$ cat config.mk
export PLATFORM = sky130hd
export DESIGN_NAME = umr_ctrl
export DESIGN_NICKNAME = d
export VERILOG_FILES = /design/src/core/umr_wdog.v /design/src/core/umr_level.v /design/src/core/umr_ctrl.v
export VERILOG_INCLUDE_DIRS = /design/src /design/src/shared
export SDC_FILE = /design/constraint.sdc
export NUM_CORES = 1
export LEC_CHECK = 0
export ABC_AREA = 1
export BUFFER_PORTS_ARGS = -buffer_cell sky130_fd_sc_hd__buf_2
export CAP_MARGIN = 20
export CORE_MARGIN = 3
export CORE_UTILIZATION = 30
export CTS_CLUSTER_DIAMETER = 80
export CTS_CLUSTER_SIZE = 40
export DETAILED_ROUTE_END_ITERATION = 8
export GPL_TIMING_DRIVEN = 1
export HOLD_SLACK_MARGIN = 0.06
export PLACE_DENSITY_LB_ADDON = 0.12
export SLEW_MARGIN = 20
export SYNTH_ARGS = -nofsm -noshare
export SYNTH_HDL_FRONTEND = slang
export SYNTH_HIERARCHICAL = 1
export SYNTH_SLANG_ARGS = --single-unit
$ cat constraint.sdc
create_clock -name CLK_SYS -period 3.95 [get_ports CLK_SYS]
set_input_delay 0.395 -clock CLK_SYS [delete_from_list [all_inputs] [get_ports CLK_SYS]]
set_output_delay 0.395 -clock CLK_SYS [all_outputs]
set_load 0.02 [all_outputs]
$ cat src/shared/umr_regs.vh
// Purpose: constants for the channel A mode-zero control block
// Assumes: 32-bit AXI4-Lite register words, byte addresses
// Notes: all offsets are byte addresses of aligned words
`ifndef UMR_REGS_VH
`define UMR_REGS_VH
// ------------------------------------------------------------
// register offsets
// ------------------------------------------------------------
`define UMR_OFF_MODE0 4'h0
`define UMR_OFF_MODE1 4'h4
`define UMR_OFF_CMD 4'h8
`define UMR_OFF_STAT 4'hC
`define UMR_ADDR_W 4
// ------------------------------------------------------------
// mode-zero fields
// ------------------------------------------------------------
`define UMR_WDOG_BIT 7
`define UMR_RXI_BIT 6
`define UMR_TXI_HI 5
`define UMR_TXI_LO 4
`define UMR_DEPTH_BIT 3
`define UMR_TEST_BIT 1
`define UMR_MODE0_RST 8'h00
`define UMR_MODE1_RST 8'h00
// ------------------------------------------------------------
// commands, baud groups, timing
// ------------------------------------------------------------
`define UMR_CMD_PTR0 4'hB
`define UMR_CMD_PTR1 4'h1
`define UMR_BAUD_NORM 3'h0
`define UMR_BAUD_EXT1 3'h1
`define UMR_BAUD_EXT2 3'h4
`define UMR_WDOG_BITS 7'h40
// ------------------------------------------------------------
// interrupt status bits
// ------------------------------------------------------------
`define UMR_IRQ_RX 0
`define UMR_IRQ_TX 1
`define UMR_IRQ_WDOG 2
`define UMR_IRQ_W 3
`endif

$ cat src/core/umr_wdog.v
// Purpose: receiver idle watchdog on bit-clock ticks
// Assumes: bit tick is a one-cycle pulse in the CLK_SYS domain
// Notes: timeout is held until the FIFO is read
`timescale 1ns/1ps
module umr_wdog (
  // clock and reset
  input wire clk,
  input wire nrst,
  // controls
  input wire enable,
  input wire bit_tick,
  input wire fifo_access,
  input wire fifo_read,
  input wire char_rx,
  input wire has_data,
  // result
  output reg timeout_q
);
`include "umr_regs.vh"
  reg [6:0] count_q;
  // ------------------------------------------------------------
  // bit-period counter
  // ------------------------------------------------------------
  // restart on any access so a busy FIFO never times out
  always @(posedge clk or negedge nrst) begin
    if (!nrst) begin
      count_q <= 7'h00;
      timeout_q <= 1'b0;
    end else begin
      if (fifo_access || char_rx || !enable || !has_data) begin
        count_q <= 7'h00;
      end else if (bit_tick && count_q != `UMR_WDOG_BITS) begin
        count_q <= count_q + 7'h01;
      end
      if (fifo_read || !enable) begin
        timeout_q <= 1'b0;
      end else if (enable && has_data && count_q == `UMR_WDOG_BITS) begin
        timeout_q <= 1'b1;
      end
    end
  end
endmodule // umr_wdog

$ cat src/core/umr_level.v
// Purpose: FIFO fill threshold compare for receive and transmit
// Assumes: levels are byte counts 0..16
// Notes: threshold is latched on FIFO traffic or while both are empty
`timescale 1ns/1ps
module umr_level (
  // clock and reset
  input wire clk,
  input wire nrst,
  // settings
  input wire [1:0] rx_code,
  input wire [1:0] tx_code,
  input wire depth16,
  input wire update,
  // fill state
  input wire [4:0] rx_level,
  input wire [4:0] tx_level,
  // requests
  output wire rx_req,
  output wire tx_req
);
  reg [1:0] rx_code_q;
  reg [1:0] tx_code_q;
  reg [4:0] rx_th;
  reg [4:0] tx_th;
  wire [4:0] size;
  wire [4:0] tx_empty;
  assign size = depth16 ? 5'h10 : 5'h08;
  assign tx_empty = size - tx_level;
  // ------------------------------------------------------------
  // applied codes
  // ------------------------------------------------------------
  // a change mid-stream waits for the next FIFO access
  always @(posedge clk or negedge nrst) begin
    if (!nrst) begin
      rx_code_q <= 2'h0;
      tx_code_q <= 2'h0;
    end else if (update) begin
      rx_code_q <= rx_code;
      tx_code_q <= tx_code;
    end
  end
  // code to byte thresholds
  always @* begin
    case (rx_code_q)
      2'h0: rx_th = 5'h01;
      2'h1: rx_th = depth16 ? 5'h08 : 5'h03;
      2'h2: rx_th = depth16 ? 5'h0C : 5'h06;
      default: rx_th = size;
    endcase
    case (tx_code_q)
      2'h0: tx_th = size;
      2'h1: tx_th = depth16 ? 5'h08 : 5'h04;
      2'h2: tx_th = depth16 ? 5'h0C : 5'h06;
      default: tx_th = 5'h01;
    endcase
  end
  assign rx_req = rx_level >= rx_th;
  assign tx_req = tx_empty >= tx_th;
endmodule // umr_level

$ cat src/core/umr_ctrl.v
// Purpose: channel A mode-zero register and FIFO interrupt levels
// Assumes: FIFO fill counts and strobes arrive on CLK_SYS
// Notes: bit clock tick is an async pin, synchronised here
//
// Operation
// - bit 7 enables receiver watchdog
// - watchdog fires after 64 idle bit periods
// - timeout shows as receive-data-available interrupt
// - receive threshold from mode0 bit6, mode1 bit6
// - default receive level is one byte
// - bits 5:4 choose transmit empty threshold
// - empty transmit FIFO interrupts once enabled
// - code 00 means transmit FIFO fully empty
// - one written byte drops default transmit request
// - bit 3 picks 8 or 16 depth
// - bits 2 and 0 pick baud group
// - mode0 reached only with pointer at zero
// - transmit codes map to fixed empty counts
// - thresholds apply at next FIFO access or while both FIFOs are empty
`timescale 1ns/1ps
module umr_ctrl (
  // clock and reset
  input wire CLK_SYS,
  input wire NRST,
  // axi4-lite write address
  input wire [3:0] S_AXI_AWADDR,
  input wire S_AXI_AWVALID,
  output reg S_AXI_AWREADY,
  // axi4-lite write data
  input wire [31:0] S_AXI_WDATA,
  input wire [3:0] S_AXI_WSTRB,
  input wire S_AXI_WVALID,
  output reg S_AXI_WREADY,
  // axi4-lite write response
  output reg [1:0] S_AXI_BRESP,
  output reg S_AXI_BVALID,
  input wire S_AXI_BREADY,
  // axi4-lite read address
  input wire [3:0] S_AXI_ARADDR,
  input wire S_AXI_ARVALID,
  output reg S_AXI_ARREADY,
  // axi4-lite read data
  output reg [31:0] S_AXI_RDATA,
  output reg [1:0] S_AXI_RRESP,
  output reg S_AXI_RVALID,
  input wire S_AXI_RREADY,
  // fifo side
  input wire [4:0] RX_LEVEL,
  input wire [4:0] TX_LEVEL,
  input wire RX_FIFO_READ,
  input wire RX_CHAR_IN,
  input wire TX_FIFO_WRITE,
  input wire TX_ENABLE,
  input wire RX_BIT_TICK,
  // outputs to channel logic
  output reg FIFO_DEPTH_16,
  output reg [2:0] BAUD_GROUP,
  output reg RX_DATA_AVAILABLE,
  output reg TX_SPACE_AVAILABLE,
  output reg IRQ
);
`include "umr_regs.vh"
  // ------------------------------------------------------------
  // register map overview
  // ------------------------------------------------------------
  // word 0: mode0 or mode1, steered by the mode pointer
  // word 1: mode1 reached directly, pointer left alone
  // word 2: command code in bits 7:4, pointer state reads in bit 0
  // word 3: status bits 2:0 write-one-to-clear, mask in bits 10:8
  // status bit 0: receive request, level or idle timeout
  // status bit 1: transmit request, gated by the enable pin
  // status bit 2: idle timeout alone, for software that polls it
  // unmapped words answer with a slave error and change nothing
  // a write without byte lane 0 is answered but ignored
  // the pointer resets to mode1, so a stray write after reset
  // lands in mode1 and never disturbs the watchdog or fifo depth
  // thresholds are latched inside the level block, so software
  // that changes them with data queued sees the old level until
  // the next fifo access; this keeps the request glitch free
  // bus handshakes never wait on the other side's valid, so a
  // master that holds valid high always makes progress
  // ------------------------------------------------------------
  // state
  // ------------------------------------------------------------
  reg [7:0] mode0_q;
  reg [7:0] mode1_q;
  reg ptr_zero_q;
  reg [`UMR_IRQ_W-1:0] irq_stat_q;
  reg [`UMR_IRQ_W-1:0] irq_mask_q;
  reg [3:0] aw_addr_q;
  reg aw_have_q;
  reg [31:0] w_data_q;
  reg [3:0] w_strb_q;
  reg w_have_q;
  reg tick_s1_q;
  reg tick_s2_q;
  reg tick_s3_q;
  reg rx_req_q;
  reg tx_req_q;
  reg [31:0] rd_d;
  reg [1:0] rresp_d;
  wire wr_go;
  wire bit_tick;
  wire fifo_access;
  wire both_empty;
  wire level_update;
  wire rx_req;
  wire tx_req;
  wire wdog_to;
  wire rx_avail;
  wire [`UMR_IRQ_W-1:0] irq_evt;
  wire [`UMR_IRQ_W-1:0] clr_bits;
  wire wr_mode0;
  wire wr_mode1;
  wire wr_cmd;
  wire wr_stat;
  wire wr_bad;
  wire [7:0] mode0_wr;
  // ------------------------------------------------------------
  // bit tick synchroniser
  // ------------------------------------------------------------
  // tick is asynchronous; stages two and three feed the edge detector
  always @(posedge CLK_SYS or negedge NRST) begin
    if (!NRST) begin
      tick_s1_q <= 1'b0;
      tick_s2_q <= 1'b0;
      tick_s3_q <= 1'b0;
    end else begin
      tick_s1_q <= RX_BIT_TICK;
      tick_s2_q <= tick_s1_q;
      tick_s3_q <= tick_s2_q;
    end
  end
  assign bit_tick = tick_s2_q & ~tick_s3_q;
  // ------------------------------------------------------------
  // axi4-lite write path
  // ------------------------------------------------------------
  assign wr_go = aw_have_q && w_have_q && !S_AXI_BVALID;
  assign wr_mode0 = wr_go && aw_addr_q == `UMR_OFF_MODE0 && w_strb_q[0];
  assign wr_mode1 = wr_go && aw_addr_q == `UMR_OFF_MODE1 && w_strb_q[0];
  assign wr_cmd = wr_go && aw_addr_q == `UMR_OFF_CMD && w_strb_q[0];
  assign wr_stat = wr_go && aw_addr_q == `UMR_OFF_STAT && w_strb_q[0];
  assign wr_bad = aw_addr_q != `UMR_OFF_MODE0 &&
                  aw_addr_q != `UMR_OFF_MODE1 &&
                  aw_addr_q != `UMR_OFF_CMD && aw_addr_q != `UMR_OFF_STAT;
  // test bit forced low whatever the host writes
  assign mode0_wr = w_data_q[7:0] & ~(8'h01 << `UMR_TEST_BIT);
  // address and data may arrive in either order
  always @(posedge CLK_SYS or negedge NRST) begin
    if (!NRST) begin
      S_AXI_AWREADY <= 1'b0;
      S_AXI_WREADY <= 1'b0;
      S_AXI_BVALID <= 1'b0;
      S_AXI_BRESP <= 2'h0;
      aw_have_q <= 1'b0;
      w_have_q <= 1'b0;
      aw_addr_q <= 4'h0;
      w_data_q <= 32'h0;
      w_strb_q <= 4'h0;
    end else begin
      S_AXI_AWREADY <= !aw_have_q && !S_AXI_AWREADY && !S_AXI_BVALID;
      S_AXI_WREADY <= !w_have_q && !S_AXI_WREADY && !S_AXI_BVALID;
      if (S_AXI_AWVALID && S_AXI_AWREADY) begin
        aw_have_q <= 1'b1;
        aw_addr_q <= {S_AXI_AWADDR[3:2], 2'h0};
        S_AXI_AWREADY <= 1'b0;
      end
      if (S_AXI_WVALID && S_AXI_WREADY) begin
        w_have_q <= 1'b1;
        w_data_q <= S_AXI_WDATA;
        w_strb_q <= S_AXI_WSTRB;
        S_AXI_WREADY <= 1'b0;
      end
      if (wr_go) begin
        aw_have_q <= 1'b0;
        w_have_q <= 1'b0;
        S_AXI_BVALID <= 1'b1;
        S_AXI_BRESP <= wr_bad ? 2'h2 : 2'h0;
      end else if (S_AXI_BVALID && S_AXI_BREADY) begin
        S_AXI_BVALID <= 1'b0;
      end
    end
  end
  // ------------------------------------------------------------
  // mode registers and pointer
  // ------------------------------------------------------------
  // mode0 shares its address with mode1; the pointer steers writes
  always @(posedge CLK_SYS or negedge NRST) begin
    if (!NRST) begin
      mode0_q <= `UMR_MODE0_RST;
      mode1_q <= `UMR_MODE1_RST;
      ptr_zero_q <= 1'b0;
      irq_mask_q <= {`UMR_IRQ_W{1'b0}};
    end else begin
      if (wr_cmd && w_data_q[7:4] == `UMR_CMD_PTR0) begin
        ptr_zero_q <= 1'b1;
      end else if (wr_cmd && w_data_q[7:4] == `UMR_CMD_PTR1) begin
        ptr_zero_q <= 1'b0;
      end
      if (wr_mode0 && ptr_zero_q) begin
        mode0_q <= mode0_wr;
      end else if (wr_mode0) begin
        mode1_q <= w_data_q[7:0];
      end
      if (wr_mode1) begin
        mode1_q <= w_data_q[7:0];
      end
      if (wr_stat && w_strb_q[1]) begin
        irq_mask_q <= w_data_q[8 +: `UMR_IRQ_W];
      end
    end
  end
  // ------------------------------------------------------------
  // thresholds and watchdog
  // ------------------------------------------------------------
  assign fifo_access = RX_FIFO_READ || TX_FIFO_WRITE;
  assign both_empty = RX_LEVEL == 5'h00 && TX_LEVEL == 5'h00;
  assign level_update = fifo_access || both_empty;
  umr_level u_level (
    .clk(CLK_SYS),
    .nrst(NRST),
    .rx_code({mode0_q[`UMR_RXI_BIT], mode1_q[`UMR_RXI_BIT]}),
    .tx_code(mode0_q[`UMR_TXI_HI:`UMR_TXI_LO]),
    .depth16(mode0_q[`UMR_DEPTH_BIT]),
    .update(level_update),
    .rx_level(RX_LEVEL),
    .tx_level(TX_LEVEL),
    .rx_req(rx_req),
    .tx_req(tx_req)
  );
  umr_wdog u_wdog (
    .clk(CLK_SYS),
    .nrst(NRST),
    .enable(mode0_q[`UMR_WDOG_BIT]),
    .bit_tick(bit_tick),
    .fifo_access(fifo_access),
    .fifo_read(RX_FIFO_READ),
    .char_rx(RX_CHAR_IN),
    .has_data(RX_LEVEL != 5'h00),
    .timeout_q(wdog_to)
  );
  // timeout merges into the receive request
  assign rx_avail = rx_req || wdog_to;
  assign irq_evt = {wdog_to, tx_req_q, rx_req_q};
  assign clr_bits = (wr_stat && w_strb_q[0]) ?
                    w_data_q[`UMR_IRQ_W-1:0] : {`UMR_IRQ_W{1'b0}};
  // ------------------------------------------------------------
  // status, interrupt and outputs
  // ------------------------------------------------------------
  // event set beats a write-one-to-clear in the same cycle
  always @(posedge CLK_SYS or negedge NRST) begin
    if (!NRST) begin
      rx_req_q <= 1'b0;
      tx_req_q <= 1'b0;
      irq_stat_q <= {`UMR_IRQ_W{1'b0}};
      IRQ <= 1'b0;
      FIFO_DEPTH_16 <= 1'b0;
      BAUD_GROUP <= `UMR_BAUD_NORM;
      RX_DATA_AVAILABLE <= 1'b0;
      TX_SPACE_AVAILABLE <= 1'b0;
    end else begin
      rx_req_q <= rx_avail;
      tx_req_q <= tx_req && TX_ENABLE;
      irq_stat_q <= (irq_stat_q & ~clr_bits) | irq_evt;
      IRQ <= |(irq_stat_q & irq_mask_q);
      FIFO_DEPTH_16 <= mode0_q[`UMR_DEPTH_BIT];
      // test bit excluded; undefined codes fall back to normal
      case ({mode0_q[2], 1'b0, mode0_q[0]})
        `UMR_BAUD_EXT1: BAUD_GROUP <= `UMR_BAUD_EXT1;
        `UMR_BAUD_EXT2: BAUD_GROUP <= `UMR_BAUD_EXT2;
        default: BAUD_GROUP <= `UMR_BAUD_NORM;
      endcase
      RX_DATA_AVAILABLE <= rx_avail;
      TX_SPACE_AVAILABLE <= tx_req && TX_ENABLE;
    end
  end
  // ------------------------------------------------------------
  // axi4-lite read path
  // ------------------------------------------------------------
  always @* begin
    rd_d = 32'h0;
    rresp_d = 2'h0;
    case ({S_AXI_ARADDR[3:2], 2'h0})
      `UMR_OFF_MODE0: rd_d = {24'h0, ptr_zero_q ? mode0_q : mode1_q};
      `UMR_OFF_MODE1: rd_d = {24'h0, mode1_q};
      `UMR_OFF_CMD: rd_d = {31'h0, ptr_zero_q};
      `UMR_OFF_STAT: rd_d = {16'h0, 5'h0, irq_mask_q, 5'h0, irq_stat_q};
      default: rresp_d = 2'h2;
    endcase
  end
  // one read at a time, answered the cycle after the address
  always @(posedge CLK_SYS or negedge NRST) begin
    if (!NRST) begin
      S_AXI_ARREADY <= 1'b0;
      S_AXI_RVALID <= 1'b0;
      S_AXI_RDATA <= 32'h0;
      S_AXI_RRESP <= 2'h0;
    end else begin
      // ready must not wait for valid low, or a held request stalls
      S_AXI_ARREADY <= !S_AXI_ARREADY && !S_AXI_RVALID;
      if (S_AXI_ARVALID && S_AXI_ARREADY) begin
        S_AXI_ARREADY <= 1'b0;
        S_AXI_RVALID <= 1'b1;
        S_AXI_RDATA <= rd_d;
        S_AXI_RRESP <= rresp_d;
      end else if (S_AXI_RVALID && S_AXI_RREADY) begin
        S_AXI_RVALID <= 1'b0;
      end
    end
  end
endmodule // umr_ctrl

==> Implementation_results.wiki, run 1 <==
{| class="wikitable"
! Metric !! Value
|-
| Start-to-end type of the worst setup path || reg2reg
|-
| Predominant post-synthesis flop cell || sky130_fd_sc_hd__dfrtp_1
|-
| Top Ports || about 110
|-
| Most used standard cell by instance count after synthesis || sky130_fd_sc_hd__nand2_1
|-
| Clock sink total || 77
|-
| Number of standard cells after synthesis || slightly below 500
|-
| Most frequent cells after synthesis || sky130_fd_sc_hd__nand2_1, sky130_fd_sc_hd__dfrtp_1, sky130_fd_sc_hd__inv_1
|-
| Area of the die || ~15000 sq um
|-
| Most area-consuming cells after synthesis || sky130_fd_sc_hd__dfrtp_1, sky130_fd_sc_hd__nand2_1, sky130_fd_sc_hd__inv_1, sky130_fd_sc_hd__buf_4, sky130_fd_sc_hd__nand3_1
|-
| Pin slew with the least headroom to its limit || ~740 ps
|-
| Max-slew violation count || 0
|-
| CTS H-tree lvls || 3
|-
| Max Buffers Root-to-Sink || 2
|-
| Inserted Clock Buffers || 9
|-
| Reg-to-reg critical path startpoint || mode0_q[3]
|-
| Fraction of layout cells with a size suffix above 1 || around a fifth
|-
| Clock-pin transition on the worst setup and hold timing paths || 60 ps
|-
| Final hold violation count || 0
|-
| Data arrival time of the critical path || 2280 ps
|-
| Number of buffers inserted by hold repair at cts || 0
|-
| Setup tns final || 0 ps
|-
| Height of the die || roughly 120 um
|-
| Insertion delay of the later-clocked pin in the worst-skew pair || 330 ps
|-
| Async set-reset flop share out of synthesis || 100%
|-
| Post-DRT Antenna Nets || 0
|-
| Number of antenna repair diodes || 0
|-
| DRC Markers || 0
|-
| Routability Congestion || approximately 0.72
|-
| Number of antenna violations at the first check in global routing || 0
|-
| Max Clock Freq || approximately 500 MHz
|-
| Total GRT Usage || 12.0%
|-
| Endpoint of the lowest-slack register-to-register path || tx_req_q
|-
| Placed Instance Area || approximately 4400 sq um
|-
| Global-route wire length before repair || between 10000 and 15000 um
|-
| Flop-to-flop setup slack || roughly 1900 ps
|-
| Setup ws final || around 1900 ps
|-
| Pin count of the biggest net entering global routing || between 70 and 80
|-
| Via count of the first global-routing pass || between 2000 and 3000
|-
| CTS root buffer || sky130_fd_sc_hd__clkbuf_16
|-
| Final number of setup-violating endpoints || 0
|-
| Run status || completed
|-
| Mean number of vias per cell || 4.20
|-
| Starting density of the core || approximately a third
|-
| Cell accounting for the most synthesized area || sky130_fd_sc_hd__dfrtp_1
|-
| Launch point of the worst path || mode0_q[3]
|-
| Startpoint type of the worst setup path || register
|-
| MaxCap Viol Count || 0
|-
| Cell area after layout || 4720 sq um
|-
| Leakage power total || roughly 2.5 nW
|-
| Drt first-iter violations || 230
|-
| Warnings from Yosys || 6
|-
| Period Utilization, post-route || between 50% and 60%
|-
| Distinct cell type count of the synthesized netlist || 30
|-
| Final wirelength || about 8500 um
|-
| RSZ-0062 raised after global routing || false
|-
| Area of the placeable core || about 13000 sq um
|-
| Total via count in the routed design || approximately 3100
|-
| Number of cells on the worst reg-to-reg path || 13
|-
| Area growth from synthesis to final layout || 16.7%
|-
| Clock skew after layout || between 7 and 8 ps
|-
| Fraction of post-synthesis cell area in the top cell type by area || between 40% and 50%
|-
| Count of flip-flops with a built-in enable after synthesis || 0
|-
| Half-perimeter wire length after placement || ~6300 um
|-
| Routed length per instance || about 12 um
|-
| First drt pass iteration count || 4
|-
| TritonCTS clock tree || built
|-
| Post-Syn Area || approximately 4000 sq um
|-
| Total gr overflow || 0
|-
| Setup slack after placement || approximately 1900 ps
|-
| Worst supply voltage drop on vdd || 0.000356 V
|-
| Sort of element at the end of the critical path || register
|-
| Number of gates resized after CTS || 0
|-
| Number of placement rows || 41
|-
| Final critical delay including setup and external delays || 2050 ps
|-
| Horizontal extent of the die || about 120 um
|-
| Setup repair bufs after CTS || 0
|-
| Worst-path maximum fanout || 10
|-
| Post-layout nets || 641
|-
| Class of the most critical hold timing path || in2async
|-
| Flip-flop and latch count after synthesis || between 70 and 80
|-
| Remaining max-slew budget at the tightest pin || roughly half
|-
| Average instance area after synthesis || 8.14 sq um
|-
| Seq/Total Area, Yosys || a little under half
|-
| CP Data Required Time || 4180 ps
|-
| Port Buf Inserts || 61
|-
| Total power density per cell area || ~580 nW/um^2
|}
-- cell families after synthesis --
family,count (synthesis),synth area share (%)
fa+ha+maj,14,4.33
other cells,1,0.0927
buf+inv,103,12.6
simple gates,245,26.7
compound gates,54,8.07
flops,77,47.6
xor+xnor,3,0.649
-- cell type report --
cell class	count	area, sq um
Tap cell	172	215
Clock inverter	4	47.5
Timing Repair Buffer	61	312
Fill cell	1368	8150
Multi-Input combinational cell	341	1700
Inverter	71	268
Sequential cell	77	1930
Clock buffer	11	253
-- through the flow --
stage	power [W]	instances	util, %	hold slack, ps
detailed placement	0.00194	722	34.3	340
finish	0.00273	737	36.7	84.4
global route	0.00295	737	36.7	137
global placement	0.00192	722	34.3	338
CTS	0.00278	737	36.7	167
floorplan	0.00171	521	-	99.4
-- cells in the final DEF, fill, tap and decap left out --
cell,instances
sky130_fd_sc_hd__clkinv_2,3
sky130_fd_sc_hd__clkinvlp_4,1
sky130_fd_sc_hd__nand3b_4,1
sky130_fd_sc_hd__nor2_2,1
sky130_fd_sc_hd__a21oi_1,8
sky130_fd_sc_hd__nand3_4,1
sky130_fd_sc_hd__nor2_4,3
sky130_fd_sc_hd__or2_2,2
sky130_fd_sc_hd__ha_1,14
sky130_fd_sc_hd__buf_6,1
sky130_fd_sc_hd__o21ai_2,15
sky130_fd_sc_hd__buf_2,60
sky130_fd_sc_hd__nand2_2,1
sky130_fd_sc_hd__nor3_4,1
sky130_fd_sc_hd__dfrtp_1,77
sky130_fd_sc_hd__conb_1,25
sky130_fd_sc_hd__xor2_1,2
sky130_fd_sc_hd__inv_2,1
sky130_fd_sc_hd__nand2_4,1
sky130_fd_sc_hd__clkbuf_8,2
sky130_fd_sc_hd__nor2_1,32
sky130_fd_sc_hd__nor3_1,5
sky130_fd_sc_hd__xnor2_1,1
sky130_fd_sc_hd__o21ai_0,29
sky130_fd_sc_hd__nand2_1,153
sky130_fd_sc_hd__o21ai_1,2
sky130_fd_sc_hd__inv_1,69
sky130_fd_sc_hd__clkbuf_16,9
sky130_fd_sc_hd__nand4_1,5
sky130_fd_sc_hd__bufinv_16,1
sky130_fd_sc_hd__nor3_2,1
sky130_fd_sc_hd__nand3_1,37
sky130_fd_sc_hd__nand3_2,1
-- routing by layer --
metal,track usage [%],part of all wire [%]
met1,16.8,50
met2,18.4,44
met3,3.34,4.7
met4,3.15,1.1
met5,0,0
-- registers in the layout, summed over array words and instances, names as in the netlist, 2 cells and up --
| signal | count |
|---|---|
| S_AXI_RDATA | 11 |
| w_data_q | 11 |
| mode1_q | 8 |
| mode0_q | 7 |
| u_wdog/count_q | 7 |
| irq_mask_q | 3 |
| irq_stat_q | 3 |
| BAUD_GROUP | 2 |
| aw_addr_q | 2 |
| u_level/rx_code_q | 2 |
| u_level/tx_code_q | 2 |
| w_strb_q | 2 |
-- where the power goes --
group          switching [W]  total (W)  internal [W]  leakage (nW)
combinational       0.000502   0.000750      0.000248          1.37
sequential          0.000151    0.00115       0.00100         0.991
clock               0.000308   0.000826      0.000518         0.147
total               0.000962    0.00273       0.00177          2.51
-- worst max path at each step --
stage          endpoint  slack (ps)
3_3_place_gp   tx_req_q        1900
3_5_place_dp   tx_req_q        1890
2_1_floorplan  tx_req_q        2130
6_report       tx_req_q        1900
5_1_grt        tx_req_q        1660
4_1_cts        tx_req_q        1870
-- worst max-delay path: stages, from the launching register on --
cell and delay [ps]:
sky130_fd_sc_hd__dfrtp_1 540, sky130_fd_sc_hd__inv_2 130, sky130_fd_sc_hd__ha_1 340, sky130_fd_sc_hd__nand3_1 110, sky130_fd_sc_hd__nand2_1 60, sky130_fd_sc_hd__nand2_1 50
sky130_fd_sc_hd__nand2_1 50, sky130_fd_sc_hd__ha_1 300, sky130_fd_sc_hd__nand2_1 90, sky130_fd_sc_hd__nor2_1 50, sky130_fd_sc_hd__nand2_1 50, sky130_fd_sc_hd__nand3_1 60
sky130_fd_sc_hd__nand2_1 70, sky130_fd_sc_hd__inv_1 30
Note: power is estimated with default switching activity, not from simulation.
==> run 2: changes to the inputs <==
- clock period: 3.95 -> 1.8 ns (I/O delays scaled with it)
==> Implementation_results.wiki, run 2 (synthesized netlist as in run 1, its figures left out) <==
{| class="wikitable"
! Metric !! Value
|-
| Fraction of layout cells with a size suffix above 1 || 20.4% (+1.6 points)
|-
| Number of antenna violations at the first check in global routing || 0 (unchanged)
|-
| Setup tns final || 0 ps (unchanged)
|-
| Period Utilization, post-route || 92.6% (+41 points)
|-
| Routability Congestion || 0.765 (+5.9%)
|-
| Global-route wire length before repair || 14700 um (+4.0%)
|-
| Most common cell after layout, fill and taps aside || sky130_fd_sc_hd__nand2_1
|-
| Half-perimeter wire length after placement || 6660 um (+5.7%)
|-
| Final hold violation count || 0 (unchanged)
|-
| Remaining max-slew budget at the tightest pin || 60.0% (+9.3 points)
|-
| Min-Delay Path Depth || 3
|-
| CTS H-tree lvls || 3 (unchanged)
|-
| Non-filler cells in the finished layout || 765 (+3.8%)
|-
| Post-DRT Antenna Nets || 0 (unchanged)
|-
| Area of the die || 14900 sq um (unchanged)
|-
| Insertion delay of the later-clocked pin in the worst-skew pair || 330 ps (about the same)
|-
| Post-layout nets || 668 (+4.2%)
|-
| Startpoint type of the worst setup path || register
|-
| Slowest library cell on the worst path || sky130_fd_sc_hd__dfrtp_2
|-
| Reg-to-reg critical path startpoint || mode0_q[3]
|-
| Drt first-iter violations || 126 (-45%)
|-
| Setup ws final || 133 ps (-1770 ps)
|-
| Max-slew violation count || 0 (unchanged)
|-
| Worst-path maximum fanout || 3 (-7)
|-
| Height of the die || 122 um (unchanged)
|-
| Top Ports || 114 (unchanged)
|-
| Horizontal extent of the die || 122 um (unchanged)
|-
| Endpoint of the lowest-slack register-to-register path || tx_req_q
|-
| Data arrival time of the critical path || 1940 ps (-340 ps)
|-
| Via count of the first global-routing pass || 3014 (+3.3%)
|-
| Total gr overflow || 0 (unchanged)
|-
| Buffer and inverter count on the worst path || 2 (unchanged)
|-
| Total power density per cell area || 1210 nW/um^2 (+110%)
|-
| Port Buf Inserts || 61 (unchanged)
|-
| Final number of setup-violating endpoints || 0 (unchanged)
|-
| Setup slack after placement || 41.2 ps (-1850 ps)
|-
| Most frequent cells in the layout || sky130_fd_sc_hd__nand2_1, sky130_fd_sc_hd__dfrtp_1, sky130_fd_sc_hd__inv_1, sky130_fd_sc_hd__buf_2, sky130_fd_sc_hd__nand3_1
|-
| Path length in cells of the critical path || 13 (unchanged)
|-
| Final wirelength || 8810 um (+3.9%)
|-
| TritonCTS clock tree || built
|-
| Pin slew with the least headroom to its limit || 599 ps (-140 ps)
|-
| Cells traversed along the worst timing path || inv_2 -> ha_4 -> nand3_2 -> nand2_1 -> nand2_1 -> nand2_2 -> ha_4 -> nand2_1 -> nor2_1 -> nand2_1 -> nand3_1 -> nand2_1 -> inv_1
|-
| Starting density of the core || 31.4% (unchanged)
|-
| Worst setup path endpoint || tx_req_q
|-
| Placed Instance Area || 4490 sq um (+1.7%)
|-
| Max Buffers Root-to-Sink || 2 (unchanged)
|-
| Total GRT Usage || 12.7% (+0.65 points)
|-
| Mean number of vias per cell || 4.24 (+0.95%)
|-
| Area of the placeable core || 12900 sq um (unchanged)
|-
| DRC Markers || 0 (unchanged)
|-
| DP Cell Count || 730 (+1.1%)
|-
| First drt pass iteration count || 4 (unchanged)
|-
| Leakage power total || 2.63 nW (+4.9%)
|-
| Start-to-end type of the worst setup path || reg2reg
|-
| Area growth from synthesis to final layout || 24.0%
|-
| Class of the most critical hold timing path || in2reg
|-
| Number of placement rows || 41 (unchanged)
|-
| Max Clock Freq || 600 MHz (+23%)
|-
| CTS root buffer || sky130_fd_sc_hd__clkbuf_16
|-
| Cell area after layout || 5020 sq um (+6.2%)
|-
| MaxCap Viol Count || 0 (unchanged)
|-
| Worst supply voltage drop on vdd || 0.000635 V (+78%)
|-
| Clock sink total || 77 (unchanged)
|-
| Clock-pin transition on the worst setup and hold timing paths || 60 ps (about the same)
|-
| Sort of element at the end of the critical path || register
|-
| Routed length per instance || 11.5 um (+0.12%)
|-
| Clock skew after layout || 2.64 ps (-4.40 ps)
|-
| Regs by FF count || S_AXI_RDATA x11, w_data_q x11, mode1_q x8
|-
| Run status || completed
|-
| Inserted Clock Buffers || 9 (unchanged)
|-
| Pin count of the biggest net entering global routing || 40 (-49%)
|-
| Flop-to-flop setup slack || 130 ps (-1770 ps)
|-
| RSZ-0062 raised after global routing || false
|-
| Longest individual stage delay on the worst path || 410 ps (-130 ps)
|-
| Setup repair bufs after CTS || 0 (unchanged)
|-
| Most used cell along the critical path || sky130_fd_sc_hd__nand2_1
|-
| CP Data Required Time || 2070 ps (-2110 ps)
|-
| Final critical delay including setup and external delays || 1670 ps (-383 ps)
|-
| Number of antenna repair diodes || 0 (unchanged)
|-
| Launch point of the worst path || mode0_q[3]
|-
| Number of cells on the worst reg-to-reg path || 13 (unchanged)
|-
| HP Start || S_AXI_WDATA[1]
|-
| Total via count in the routed design || 3241 (+4.8%)
|-
| Crit path max-delay family || simple AND/OR/NAND/NOR gates
|}
[run 2: final cells by class]
type	instances	area, sq um
inverters	71	268
well taps	172	215
fillers	1380	7860
multi-input cells	341	1740
clock inverters	5	50.0
repair buffers	88	571
clock buffers	11	243
flip-flops and latches	77	1930
[run 2: per-stage QoR]
stage | total power (W) | util, % | hold WS [ps]
5_1_grt | 0.00653 | 39.0 | 87.7
3_3_place_gp | 0.00425 | 34.9 | 209
6_report | 0.00605 | 39.0 | 74.8
3_5_place_dp | 0.00428 | 34.9 | 211
4_1_cts | 0.00616 | 38.6 | 63.8
2_1_floorplan | 0.00376 | - | -116
[run 2: report_power, final]
group	switching [W]	internal [W]	total, W	leakage [nW]
combinational	0.00114	0.000606	0.00175	1.49
clock	0.000687	0.00110	0.00179	0.149
sequential	0.000313	0.00220	0.00252	0.989
[run 2: worst register-to-register path: cells and delay by family (launching register included)]
kind / cells / cell delay [ps]
flops: 1 / 410
simple gates: 9 / 600
buf+inv: 2 / 120
fa+ha+maj: 2 / 480
[run 2: how the worst min path moves through the flow]
stage	slack, ps	end
global route	90	w_data_q[2]
finish	70	w_data_q[1]
floorplan	-120	BAUD_GROUP[0]
CTS	60	w_data_q[1]
global placement	210	FIFO_DEPTH_16
detailed placement	210	FIFO_DEPTH_16
[run 2: timing repair]
action                                  CTS  global route
hold buffers                             19             0
resized for setup                         0             6
hold endpoints to repair                 54             0
endpoints found under the setup margin    0             2
[run 2: layer usage]
metal | track usage, % | part of all wire [%] | vias up
li1 | - | - | 1686
met1 | 17.0 | 48 | 1480
met2 | 19.6 | 45 | 69
met3 | 4.27 | 5.3 | 6
met4 | 3.36 | 1.2 | 0
met5 | 0 | 0 | -
